### src/logic/pic_map.vh
// register map, field positions and reset values of the interrupt controller
// assumes: included by bare name into the controller design files
`ifndef PIC_MAP_VH
`define PIC_MAP_VH

// ============================================================
// register indices; byte address is four times the index
`define PIC_IDX_EDGE     16'h0fcd
`define PIC_IDX_CTRL     16'h0fcf
`define PIC_IDX_REQ      16'h0fc0
`define PIC_IDX_LEVEL    16'h0fc1
`define PIC_IDX_ISTAT    16'h0fc2
`define PIC_IDX_IMASK    16'h0fc3
`define PIC_IDX_VECT     16'h0fc4

// ============================================================
// field positions
`define PIC_CTRL_GIE     7
`define PIC_ST_LATCH     0
`define PIC_ST_ACK       1
`define PIC_ST_TRAP      2
`define PIC_WDT_SRC      0

// ============================================================
// reset values and level codes
`define PIC_EDGE_RST     8'h00
`define PIC_CTRL_RST     8'h00
`define PIC_LEVEL_RST    32'h0000_0000
`define PIC_ST_RST       3'h0
`define PIC_LVL_OFF      2'h0
`define PIC_LVL_TOP      2'h3
`define PIC_LVL_LOW      2'h1

`endif

### src/logic/pic_prio_pick.v
// fixed-order three-level priority picker for pending requests
// assumes: inputs come from registers on the same clock; output is
// combinational and is registered by the caller
`timescale 1ns/100ps
`include "pic_map.vh"

module pic_prio_pick
#(
    parameter NSRC = 17
)
(
    // candidates and their levels, two bits per source
    input  wire [NSRC-1:0]   pending,
    input  wire [2*NSRC-1:0] levels,
    // result
    output reg               found,
    output reg  [4:0]        winner
);

    integer lvl;
    integer i;

    // ============================================================
    // search top level first, lowest index first inside a level
    always @*
    begin
        found  = 1'b0;
        winner = 5'h00;
        for (lvl = 3; lvl >= 1; lvl = lvl - 1)
        begin
            for (i = 0; i < NSRC; i = i + 1)
            begin
                if (!found && pending[i] &&
                    levels[2*i +: 2] == lvl[1:0])
                begin
                    found  = 1'b1;
                    winner = i[4:0];
                end
            end
        end
    end

endmodule

### src/logic/pic_ctrl.v
// three-level interrupt controller with apb register access
// assumes: one clock, peripheral pulses and core strobes are synchronous,
// port pins are asynchronous and are synchronised here
`timescale 1ns/100ps
`include "pic_map.vh"

// What this block does
// - ei, return_from_irq_instruction or write one sets enable
// - di, ack, write zero, traps clear enable
// - three priority levels, three most urgent
// - higher level always beats lower level
// - fixed vector order inside one level
// - watchdog request always sits at level three
// - core acknowledge clears the request the picker selects in the ack cycle
// - writing zero clears a pending request
// - edge bit picks falling zero, rising one
// - watchdog request waits for stop recovery end
module pic_ctrl
#(
    parameter NPER = 8,
    parameter NPIN = 8
)
(
    // clock and reset
    input  wire              core_clk,
    input  wire              rst,
    // apb slave
    input  wire              psel,
    input  wire              penable,
    input  wire              pwrite,
    input  wire [15:0]       paddr,
    input  wire [31:0]       pwdata,
    output reg  [31:0]       prdata,
    output reg               pready,
    output reg               pslverr,
    // request sources
    input  wire [NPER-1:0]   periphReq,
    input  wire [NPIN-1:0]   portPin,
    input  wire              wdtTimeout,
    input  wire              wdtIrqEnable,
    // core instruction and trap strobes
    input  wire              enableIntsInstr,
    input  wire              disableIntsInstr,
    input  wire              returnFromIrqInstr,
    input  wire              trapExec,
    input  wire              illegalTrap,
    input  wire              primOscFail,
    input  wire              wdtOscFail,
    input  wire              stopRecovering,
    // core request port
    input  wire              coreAck,
    output reg               irqValid,
    output reg  [4:0]        irqVector,
    output reg               irqOut
);

    // source 0 is the watchdog, then the peripherals, then the port pins
    localparam NSRC = NPER + NPIN + 1;
    localparam PINLO = NPER + 1;

    // ============================================================
    // state
    reg  [NPIN-1:0]      pinMeta;
    reg  [NPIN-1:0]      pinSync;
    reg  [NPIN-1:0]      pinLast;
    reg  [7:0]           edgeSel;
    reg                  globalEnable;
    reg  [NSRC-1:0]      reqPend;
    reg  [2*NSRC-3:0]    levelCfg;
    reg  [2:0]           intStat;
    reg  [2:0]           intMask;
    // next_ values are built in the combinational blocks further down
    reg  [NSRC-1:0]      next_reqPend;
    reg                  next_globalEnable;
    reg  [2:0]           next_intStat;
    reg  [31:0]          readMux;
    reg                  addrHit;

    wire [NSRC-1:0]      reqRaise;
    wire [NPIN-1:0]      pinEdge;
    wire [2*NSRC-1:0]    allLevels;
    wire [NSRC-1:0]      candidates;
    wire                 pickFound;
    wire [4:0]           pickIdx;
    wire                 setupPhase;
    wire                 wrAccess;
    wire                 anyTrap;
    wire                 ackTake;
    wire                 wrEdge;
    wire                 wrCtrl;
    wire                 wrReq;
    wire                 wrLevel;
    wire                 wrStat;
    wire                 wrMask;

    // ============================================================
    // helpers
    // byte address of a register index; indices count words
    function [15:0] byteAddr;
        input [15:0] idx;
        begin
            byteAddr = {idx[13:0], 2'b00};
        end
    endfunction

    function isReg;
        input [15:0] addr;
        input [15:0] idx;
        begin
            isReg = (addr == byteAddr(idx));
        end
    endfunction

    // ============================================================
    // port pin synchroniser; the first stage feeds only the second
    // pins are asynchronous: two stages keep metastability away from
    // the edge logic, at the price of two cycles of latency
    always @(posedge core_clk or posedge rst)
    begin
        if (rst)
        begin
            pinMeta <= {NPIN{1'b0}};
            pinSync <= {NPIN{1'b0}};
            pinLast <= {NPIN{1'b0}};
        end
        else
        begin
            pinMeta <= portPin;
            pinSync <= pinMeta;
            pinLast <= pinSync;
        end
    end

    // per-pin edge choice from the polarity bits
    // both polarities come from the same two samples, so changing a
    // select bit while its pin rests raises no request
    assign pinEdge = (edgeSel[NPIN-1:0] & pinSync & ~pinLast) |
                     (~edgeSel[NPIN-1:0] & ~pinSync & pinLast);

    // watchdog only raises when configured for interrupt
    assign reqRaise = {pinEdge, periphReq,
                       wdtTimeout & wdtIrqEnable};

    // watchdog level is fixed; others from the level register
    assign allLevels = {levelCfg, `PIC_LVL_TOP};

    // watchdog held back while stop recovery is still running
    assign candidates = reqPend &
        ~({{(NSRC-1){1'b0}}, stopRecovering});

    // combinational picker; its result is only used through registers
    pic_prio_pick
    #(
        .NSRC (NSRC)
    )
    u_pick
    (
        .pending (candidates),
        .levels  (allLevels),
        .found   (pickFound),
        .winner  (pickIdx)
    );

    // ============================================================
    // apb decode
    assign setupPhase = psel & ~penable;
    assign wrAccess   = psel & penable & pready & pwrite;
    assign anyTrap    = trapExec | illegalTrap | primOscFail | wdtOscFail;
    assign ackTake    = coreAck & irqValid;

    // one decoded write strobe per writable register, so a change of the map
    // touches this decode and none of the update logic
    assign wrEdge  = wrAccess & isReg(paddr, `PIC_IDX_EDGE);
    assign wrCtrl  = wrAccess & isReg(paddr, `PIC_IDX_CTRL);
    assign wrReq   = wrAccess & isReg(paddr, `PIC_IDX_REQ);
    assign wrLevel = wrAccess & isReg(paddr, `PIC_IDX_LEVEL);
    assign wrStat  = wrAccess & isReg(paddr, `PIC_IDX_ISTAT);
    assign wrMask  = wrAccess & isReg(paddr, `PIC_IDX_IMASK);

    // read mux and hit check; unmapped addresses answer with an error
    // narrow registers sit in the low bits; upper bits read zero
    always @*
    begin
        readMux = 32'h0000_0000;
        addrHit = 1'b1;
        if (isReg(paddr, `PIC_IDX_EDGE))
            readMux[7:0] = edgeSel;
        else if (isReg(paddr, `PIC_IDX_CTRL))
            readMux[`PIC_CTRL_GIE] = globalEnable;
        else if (isReg(paddr, `PIC_IDX_REQ))
            readMux[NSRC-1:0] = reqPend;
        else if (isReg(paddr, `PIC_IDX_LEVEL))
            readMux[2*NSRC-3:0] = levelCfg;
        else if (isReg(paddr, `PIC_IDX_ISTAT))
            readMux[2:0] = intStat;
        else if (isReg(paddr, `PIC_IDX_IMASK))
            readMux[2:0] = intMask;
        else if (isReg(paddr, `PIC_IDX_VECT))
            readMux[5:0] = {pickFound, pickIdx};
        else
            addrHit = 1'b0;
    end

    // one wait-free answer: data and ready are set up in the setup cycle
    // read data are captured in the setup cycle, so the access cycle
    // sees a stable word even if a request bit changes under it
    always @(posedge core_clk or posedge rst)
    begin
        if (rst)
        begin
            prdata  <= 32'h0000_0000;
            pready  <= 1'b0;
            pslverr <= 1'b0;
        end
        else
        begin
            pready  <= setupPhase;
            pslverr <= setupPhase & ~addrHit;
            if (setupPhase)
                prdata <= pwrite ? 32'h0000_0000 : readMux;
        end
    end

    // ============================================================
    // request bits: new pulses win over any clear in the same cycle
    // a write clears only the bits written as zero, so a pulse that
    // arrives in the access cycle of the write is never lost by the clear
    always @*
    begin
        next_reqPend = reqPend;
        if (ackTake)
            next_reqPend[pickIdx] = 1'b0;
        if (wrReq)
            next_reqPend = next_reqPend & pwdata[NSRC-1:0];
        next_reqPend = next_reqPend | reqRaise;
    end

    // global enable: hardware clears first, then instructions, then writes
    // a trap in the cycle of an enable write must still leave it off
    always @*
    begin
        next_globalEnable = globalEnable;
        if (wrCtrl)
            next_globalEnable = pwdata[`PIC_CTRL_GIE];
        if (enableIntsInstr || returnFromIrqInstr)
            next_globalEnable = 1'b1;
        if (disableIntsInstr || ackTake || anyTrap)
            next_globalEnable = 1'b0;
    end

    // sticky event bits, write one to clear, a new event wins
    // the status feeds only the level output; the core port works from
    // the request bits, so a mask here never hides a pending request
    always @*
    begin
        next_intStat = intStat;
        if (wrStat)
            next_intStat = intStat & ~pwdata[2:0];
        if (|reqRaise)
            next_intStat[`PIC_ST_LATCH] = 1'b1;
        if (ackTake)
            next_intStat[`PIC_ST_ACK] = 1'b1;
        if (anyTrap)
            next_intStat[`PIC_ST_TRAP] = 1'b1;
    end

    // ============================================================
    // register file and delivery to the core
    always @(posedge core_clk or posedge rst)
    begin
        if (rst)
        begin
            edgeSel      <= `PIC_EDGE_RST;
            globalEnable <= 1'b0;
            reqPend      <= {NSRC{1'b0}};
            levelCfg     <= `PIC_LEVEL_RST;
            intStat      <= `PIC_ST_RST;
            intMask      <= `PIC_ST_RST;
            irqValid     <= 1'b0;
            irqVector    <= 5'h00;
            irqOut       <= 1'b0;
        end
        else
        begin
            if (wrEdge)
                edgeSel <= pwdata[7:0];
            if (wrLevel)
                levelCfg <= pwdata[2*NSRC-3:0];
            if (wrMask)
                intMask <= pwdata[2:0];
            reqPend      <= next_reqPend;
            globalEnable <= next_globalEnable;
            intStat      <= next_intStat;
            irqOut       <= |(next_intStat & intMask);
            // withdrawn as soon as enable drops; requests stay latched
            // the offer is registered from the current winner, so a
            // pulse latched at one edge is offered one edge later
            irqValid  <= next_globalEnable & pickFound & ~ackTake;
            irqVector <= pickIdx;
        end
    end

endmodule

### config.mk
export PLATFORM = sky130hd
export DESIGN_NAME = pic_ctrl
export DESIGN_NICKNAME = d
export VERILOG_FILES = /design/src/logic/pic_prio_pick.v /design/src/logic/pic_ctrl.v
export VERILOG_INCLUDE_DIRS = /design/src /design/src/logic
export SDC_FILE = /design/constraint.sdc
export NUM_CORES = 1
export LEC_CHECK = 0
export BUFFER_PORTS_ARGS = -buffer_cell sky130_fd_sc_hd__clkbuf_2
export CORE_MARGIN = 10
export CORE_UTILIZATION = 45
export DETAILED_ROUTE_END_ITERATION = 10
export PLACE_DENSITY = 0.78
export SLEW_MARGIN = 15
export SYNTH_ARGS = -nofsm -noshare
export SYNTH_HDL_FRONTEND = slang
export SYNTH_SLANG_ARGS = --single-unit
### constraint.sdc
create_clock -name core_clk -period 6.7 [get_ports core_clk]
set_input_delay 0.335 -clock core_clk [delete_from_list [all_inputs] [get_ports core_clk]]
set_output_delay 0.335 -clock core_clk [all_outputs]
set_load 0.01 [all_outputs]
**After elaboration in Yosys (flattened, before gate mapping)**

Cells that the tools add are included.

- Magnitude comparators: 2
- Equal/unequal tests: 55
- Multiplexer cells: 130
- Bitwise operators: 38
- Reductions and logical operators: 150

Operators with widths:

| cell | number |
|---|---|
| 5-bit 2-to-1 mux | 33 |
| 16-bit by 14-bit equality test with 1-bit output (second input constant) | 7 |
| 1-bit logical AND | 97 |
| 1-bit 2-to-1 mux | 65 |
| 2-bit equality test (second input constant) | 32 |
| 17-bit AND | 3 |
| 17-bit 2-to-1 mux | 3 |
| 1-bit logical NOT | 48 |
| 24-bit 2-to-1 mux | 2 |
| 8-bit AND | 4 |
| 2-bit by 1-bit equality test with 1-bit output (second input constant) | 16 |
| 32-bit 2-to-1 mux | 1 |
| 4-bit 2-to-1 mux | 8 |
| 3-bit 2-to-1 mux | 9 |
| 26-bit 2-to-1 mux | 1 |
| 8-bit NOT | 3 |
| 1-bit NOT with 17-bit output | 1 |
| 17-bit NOT | 1 |
| 17-bit bitwise OR | 1 |
| 17-bit OR reduction | 1 |
| 1-bit AND | 15 |
| 15-bit 2-to-1 mux | 1 |
| 6-bit 2-to-1 mux | 2 |
| 8-bit 2-to-1 mux | 1 |
| 12 further kinds | 20 |

- Flip-flop bits (word level): 129
- Input port bits: 80
- Output and inout bits: 41
- Logic and storage cells: 390

**Depth between registers and ports, before layout**

- Depth in word-level cells: 205
- Depth in mapped cells: 10

**Hierarchy**

From an unflattened synthesis, not the netlist that was laid out.

- Cells, all modules: 640
- Area, all modules: 6,601.3 µm²

Modules (own cells, without submodules):

| module | instances | cells each | area each (µm²) | seq. area each (µm²) |
|---|---|---|---|---|
| pic_ctrl | 1 | 450 | 5,316.3 | 3,228.1 |
| pic_prio_pick | 1 | 190 | 1,285.0 | 0.0 |

**Worst setup path before layout**

Ideal clock, no wire load.

- Path kind: register to register
- From: register reqPend[1]
- To: register reqPend[1]
- Setup time: 86 ps
- Data arrival time: 2,603 ps
- Data required time: 6,614 ps
- Setup slack: 4,011 ps
- Cell stages (with the launch flop): 9
- Path buffers: 1
- Period minus slack after synthesis: 2,689 ps
- Path through: dfrtp_1 > and3_4 > or4b_4 > buf_6 > or3_4 > or4_4 > o32ai_4 > nor3_2 > a32oi_2

- Word-level cells in the longest chain between the ends: 202

RTL lines:

| element | RTL line | source |
|---|---|---|
| start, declared | pic_ctrl.v:68 | `reg [NSRC-1:0] reqPend;` |
| start signal, assigned | pic_ctrl.v:275 | `reqPend <= {NSRC{1'b0}};` |
| start signal, assigned | pic_ctrl.v:291 | `reqPend <= next_reqPend;` |
| 17-bit AND * | pic_ctrl.v:148 | `assign candidates = reqPend &` |
| 1-bit logical AND (2 in series) | pic_prio_pick.v:33 | `if (!found && pending[i] &&` |
| 1-bit 2-to-1 mux | pic_prio_pick.v:33 |  |
| 1-bit logical NOT | pic_prio_pick.v:33 |  |
| 1-bit logical AND (2 in series) | pic_prio_pick.v:33 |  |
| 1-bit 2-to-1 mux | pic_prio_pick.v:33 |  |
| 1-bit logical NOT | pic_prio_pick.v:33 |  |
| 1-bit logical AND (2 in series) | pic_prio_pick.v:33 |  |
| [... 181 more ...] | - |  |
| via pickIdx[4] | pic_ctrl.v:84 | `wire [4:0] pickIdx;` |
| [... 3 more ...] | - |  |
| 1-bit demux with 5-bit select * | pic_ctrl.v:232 | `next_reqPend[pickIdx] = 1'b0;` |
| 17-bit NOT (no line) * | - |  |
| 17-bit AND (no line) * | - |  |
| 17-bit 2-to-1 mux * | pic_ctrl.v:231 | `if (ackTake)` |
| 17-bit AND | pic_ctrl.v:234 | `next_reqPend = next_reqPend & pwdata[NSRC-1:0];` |
| 17-bit 2-to-1 mux * | pic_ctrl.v:233 | `if (wrReq)` |
| 17-bit bitwise OR * | pic_ctrl.v:235 | `next_reqPend = next_reqPend \| reqRaise;` |
| via next_reqPend[1] | pic_ctrl.v:73 | `reg [NSRC-1:0] next_reqPend;` |

The timed path passes the listed nets; every way through them passes the cells marked *.
A chain may end at the register's enable or synchronous reset.

**Worst setup path in the final report**

- From: register reqPend[16]
- To: register reqPend[8]

- Word-level cells in the longest chain between the ends: 142

RTL lines:

| element | RTL line |
|---|---|
| 17-bit AND * | pic_ctrl.v:148 |
| 1-bit logical AND (2 in series) | pic_prio_pick.v:33 |
| 1-bit 2-to-1 mux | pic_prio_pick.v:33 |
| 1-bit logical NOT | - |
| 1-bit logical AND (2 in series) | pic_prio_pick.v:33 |
| 1-bit 2-to-1 mux | pic_prio_pick.v:33 |
| 1-bit logical NOT | pic_prio_pick.v:33 |
| 1-bit logical AND (2 in series) | pic_prio_pick.v:33 |
| [... 121 more ...] | - |
| via pickIdx[3] | pic_ctrl.v:84 |
| [... 3 more ...] | - |
| 1-bit demux with 5-bit select * | pic_ctrl.v:232 |
| 17-bit NOT (no line) * | - |
| 17-bit AND (no line) * | - |
| 17-bit 2-to-1 mux * | pic_ctrl.v:231 |
| 17-bit AND | pic_ctrl.v:234 |
| 17-bit 2-to-1 mux * | pic_ctrl.v:233 |
| 17-bit bitwise OR * | pic_ctrl.v:235 |
| via next_reqPend[8] | pic_ctrl.v:73 |

Marked as above.

==> summary.txt <==
Status: finished, final reports clean
DP Cell Count: 897
Worst path bufs/invs: 0
Hold Slack: 14.05 ps
Worst EP arrival: 3830 ps
Antenna-violating nets left: 0
Async SR Flop Fraction: 1.000
Clock slew at reported path FFs: 60 ps
Max clock buf depth: 2
Gr usage total: 0.2035
Slew margin rel.: 0.1914
Syn Inst Count: 611
Drt wl/cell: 21.86 um
Yosys warnings: 0
Sequential share of power: 0.443
Library cells used by synthesis: 78
Post-synth EDFFs: 0
HPWL Detailed: 15650 um
Clock network power share: 0.509
VDD IR max: 0.0002465 V
Switching power: 0.4374 mW
Non-filler instance count after layout: 932
Transition time of the tightest slew-check pin: 1206 ps
Largest net degree at the start of global routing: 76
Avg Cell Area, Syn: 10.60 sq um
Crit-path max cell delay: 900 ps
Full die area: 19590 sq um
P_leak: 3.634 nW
Rows: 43
Post-detailed-routing wire length: 20370 um
Area leader, netlist: dfrtp_1
CTS tree: built
CP Cell Sequence: nand3_1 > nand4_1 > nor4_2 > a21oi_1 > o22a_1 > o41ai_1 > nand3b_1 > a32oi_1
Top post-synthesis cells by area: dfrtp_1 50%, mux2_2 7.5%, nand2_1 3.9%, nor2_1 3.0%, nand3b_1 2.9%
Hold Path Class: in -> reg
Die Span Y: 140.0 um
Sequential area share after synthesis: 0.4984
WP data required: 6970 ps
Core Area: 13990 sq um
Final count of pins violating max slew: 0
First-pass GRT wire length: 31300 um
H-tree Lvls: 4
Root Driver: clkbuf_16
Clock Latency Late Sink: 440 ps
Crit path kind: reg -> reg
Top FF cell, synth: dfrtp_1
Post-synth top area share: 0.4984
# Max-Cap Violations: 0
Top-count cell post-synth: dfrtp_1
Kind of end point of the critical path: flop
# IOs: 121
Number of global-route vias before repair: 5550
Max frequency: 281.0 MHz
Total CTS buffers: 17
Total gr overflow: 0
CP max FO: 11
Fraction of layout cells with a size suffix above 1: 0.3032
Post-synthesis register bit count: 129
Setup Viol. Count Final: 0
Via density: 5.983
GPL Wtd Cong: 0.9740
Final net count: 819
CP startpoint kind: flop
Die X: 140.0 um
Period utilization: 0.5311
# diodes: 0
Synth-to-Final Area Change: 20.82%
PD cells: 229.5 nW/um^2
Fin area: 7826 sq um
Final-report hold violation count: 0
Minimum clock period after layout: 3558 ps
CTS sink cnt: 129
Switching part of the total: 0.2435
IO buf count: 120
Slowest-stage cell, CP: nor4_2
Fin Setup TNS: 0 ps
Top cells by count, synth: 129 x dfrtp_1, 67 x nand2_1, 51 x nor2_1
Top delay family on crit path: simple AND/OR/NAND/NOR gates
Synth Cell Area: 6477 sq um
Initial antenna violation count: 0
Starting Density: 0.4631
Internal power: 1.359 mW
Area after DPL: 7216 sq um
Number of DRC markers in iteration 0: 534
Worst Skew: 12.21 ps
Comb pwr share: 0.048
# DRC: 0
Post-synth net total: 691
Vias: 5576
Postcts setup bufs: 0
RSZ-0062 raised after global routing: no
TritonRoute pass-1 iters: 6
## metrics by stage
step                        util  power (mW)  worst slack, ps
after floorplan                -      0.8498             2924
after global placement    0.5158      0.8921             3255
after detailed placement  0.5158      0.8942             3165
after CTS                 0.5581       1.801             3209
after global routing      0.5595       1.845             2988
final                     0.5595       1.796             3142
## registers in the layout, indices dropped and copies added, names as in the netlist
name / count
edgeSel: 8
globalEnable: 1
intMask: 3
intStat: 3
irqOut: 1
irqValid: 1
irqVector: 5
levelCfg: 32
pinLast: 8
pinMeta: 8
pinSync: 8
prdata: 32
pready: 1
pslverr: 1
reqPend: 17
## power groups by stage
stage               sequential [mW]  combinational [mW]  clock (mW)
floorplan                     0.809              0.0408           0
global placement              0.808              0.0837           0
detailed placement            0.809              0.0848           0
CTS                           0.796              0.0856       0.920
global route                  0.797              0.0949       0.954
finish                        0.796              0.0861       0.914
## final timing paths
path	startpoint	endpoint	slack, ps	cells past startpoint
setup / recovery	reqPend[16]$_DFF_PP0_	reqPend[8]$_DFF_PP0_	3140	8
hold / removal	portPin[6]	pinMeta[6]$_DFF_PP0_	10	1
setup reg to reg	reqPend[16]$_DFF_PP0_	reqPend[8]$_DFF_PP0_	3140	8
hold reg to reg	pinMeta[2]$_DFF_PP0_	pinSync[2]$_DFF_PP0_	350	0
max in group asynchronous	rst	irqVector[2]$_DFF_PP0_	5340	3
min in group asynchronous	rst	prdata[29]$_DFFE_PP0P_	110	2
## metal layers
metal / share of wire / vias up / GRT usage
li1: - / 2565 / -
met1: 0.41 / 2732 / 0.2504
met2: 0.47 / 240 / 0.3271
met3: 0.087 / 39 / 0.06187
met4: 0.026 / 0 / 0.07935
met5: 0 / - / 0
## placed cells by master (no fill, tap or decap), types with 4 or more instances in the layout
master and instances:
nand2_1 67, nand3_1 23, clkbuf_2 120, a21oi_1 21, a32oi_1 5, dfrtp_1 129
nor3b_1 4, a22oi_1 4, clkinvlp_4 4, a21boi_0 4, nand4_1 12, nand2b_1 4
nor3_1 12, mux2i_1 10, o21ai_0 32, clkbuf_16 17, nor3_2 4, a22o_1 16
a31oi_1 8, nor4b_1 6, nor2_1 50, inv_6 4, mux2_2 43, and3b_1 8
nor4_1 5, inv_1 10, nand3b_1 25, and3_1 4, o21a_1 12
## what timing repair did
action,4_1_cts,5_1_grt
hold endpoints to repair,1,2
resized for setup,0,0
hold buffers,1,2
## worst register-to-register path, stage by stage (launching register included)
cell and delay, ps:
dfrtp_1 480, nand3_1 190, nand4_1 210, nor4_2 900, a21oi_1 160, o22a_1 250
o41ai_1 610, nand3b_1 420, a32oi_1 190
## cells by family after synthesis
| family | after synthesis | synth area share |
|---|---|---|
| AND/OR/NAND/NOR | 256 | 0.2192 |
| multiplexers | 54 | 0.09426 |
| buffers and inverters | 28 | 0.02588 |
| AO/OA/AOI/OAI | 144 | 0.1623 |
| flip-flops | 129 | 0.4984 |
## cell type report
type,count,area (sq um)
fill,1216,6162
clock buffer,20,456.7
timing repair buffer,126,653.1
tap,180,225.2
sequential,129,3228
multi-input combinational,454,3095
inverter,11,43.79
clock inverter,12,123.9
No activity file was read; power rests on OpenSTA's default activity.
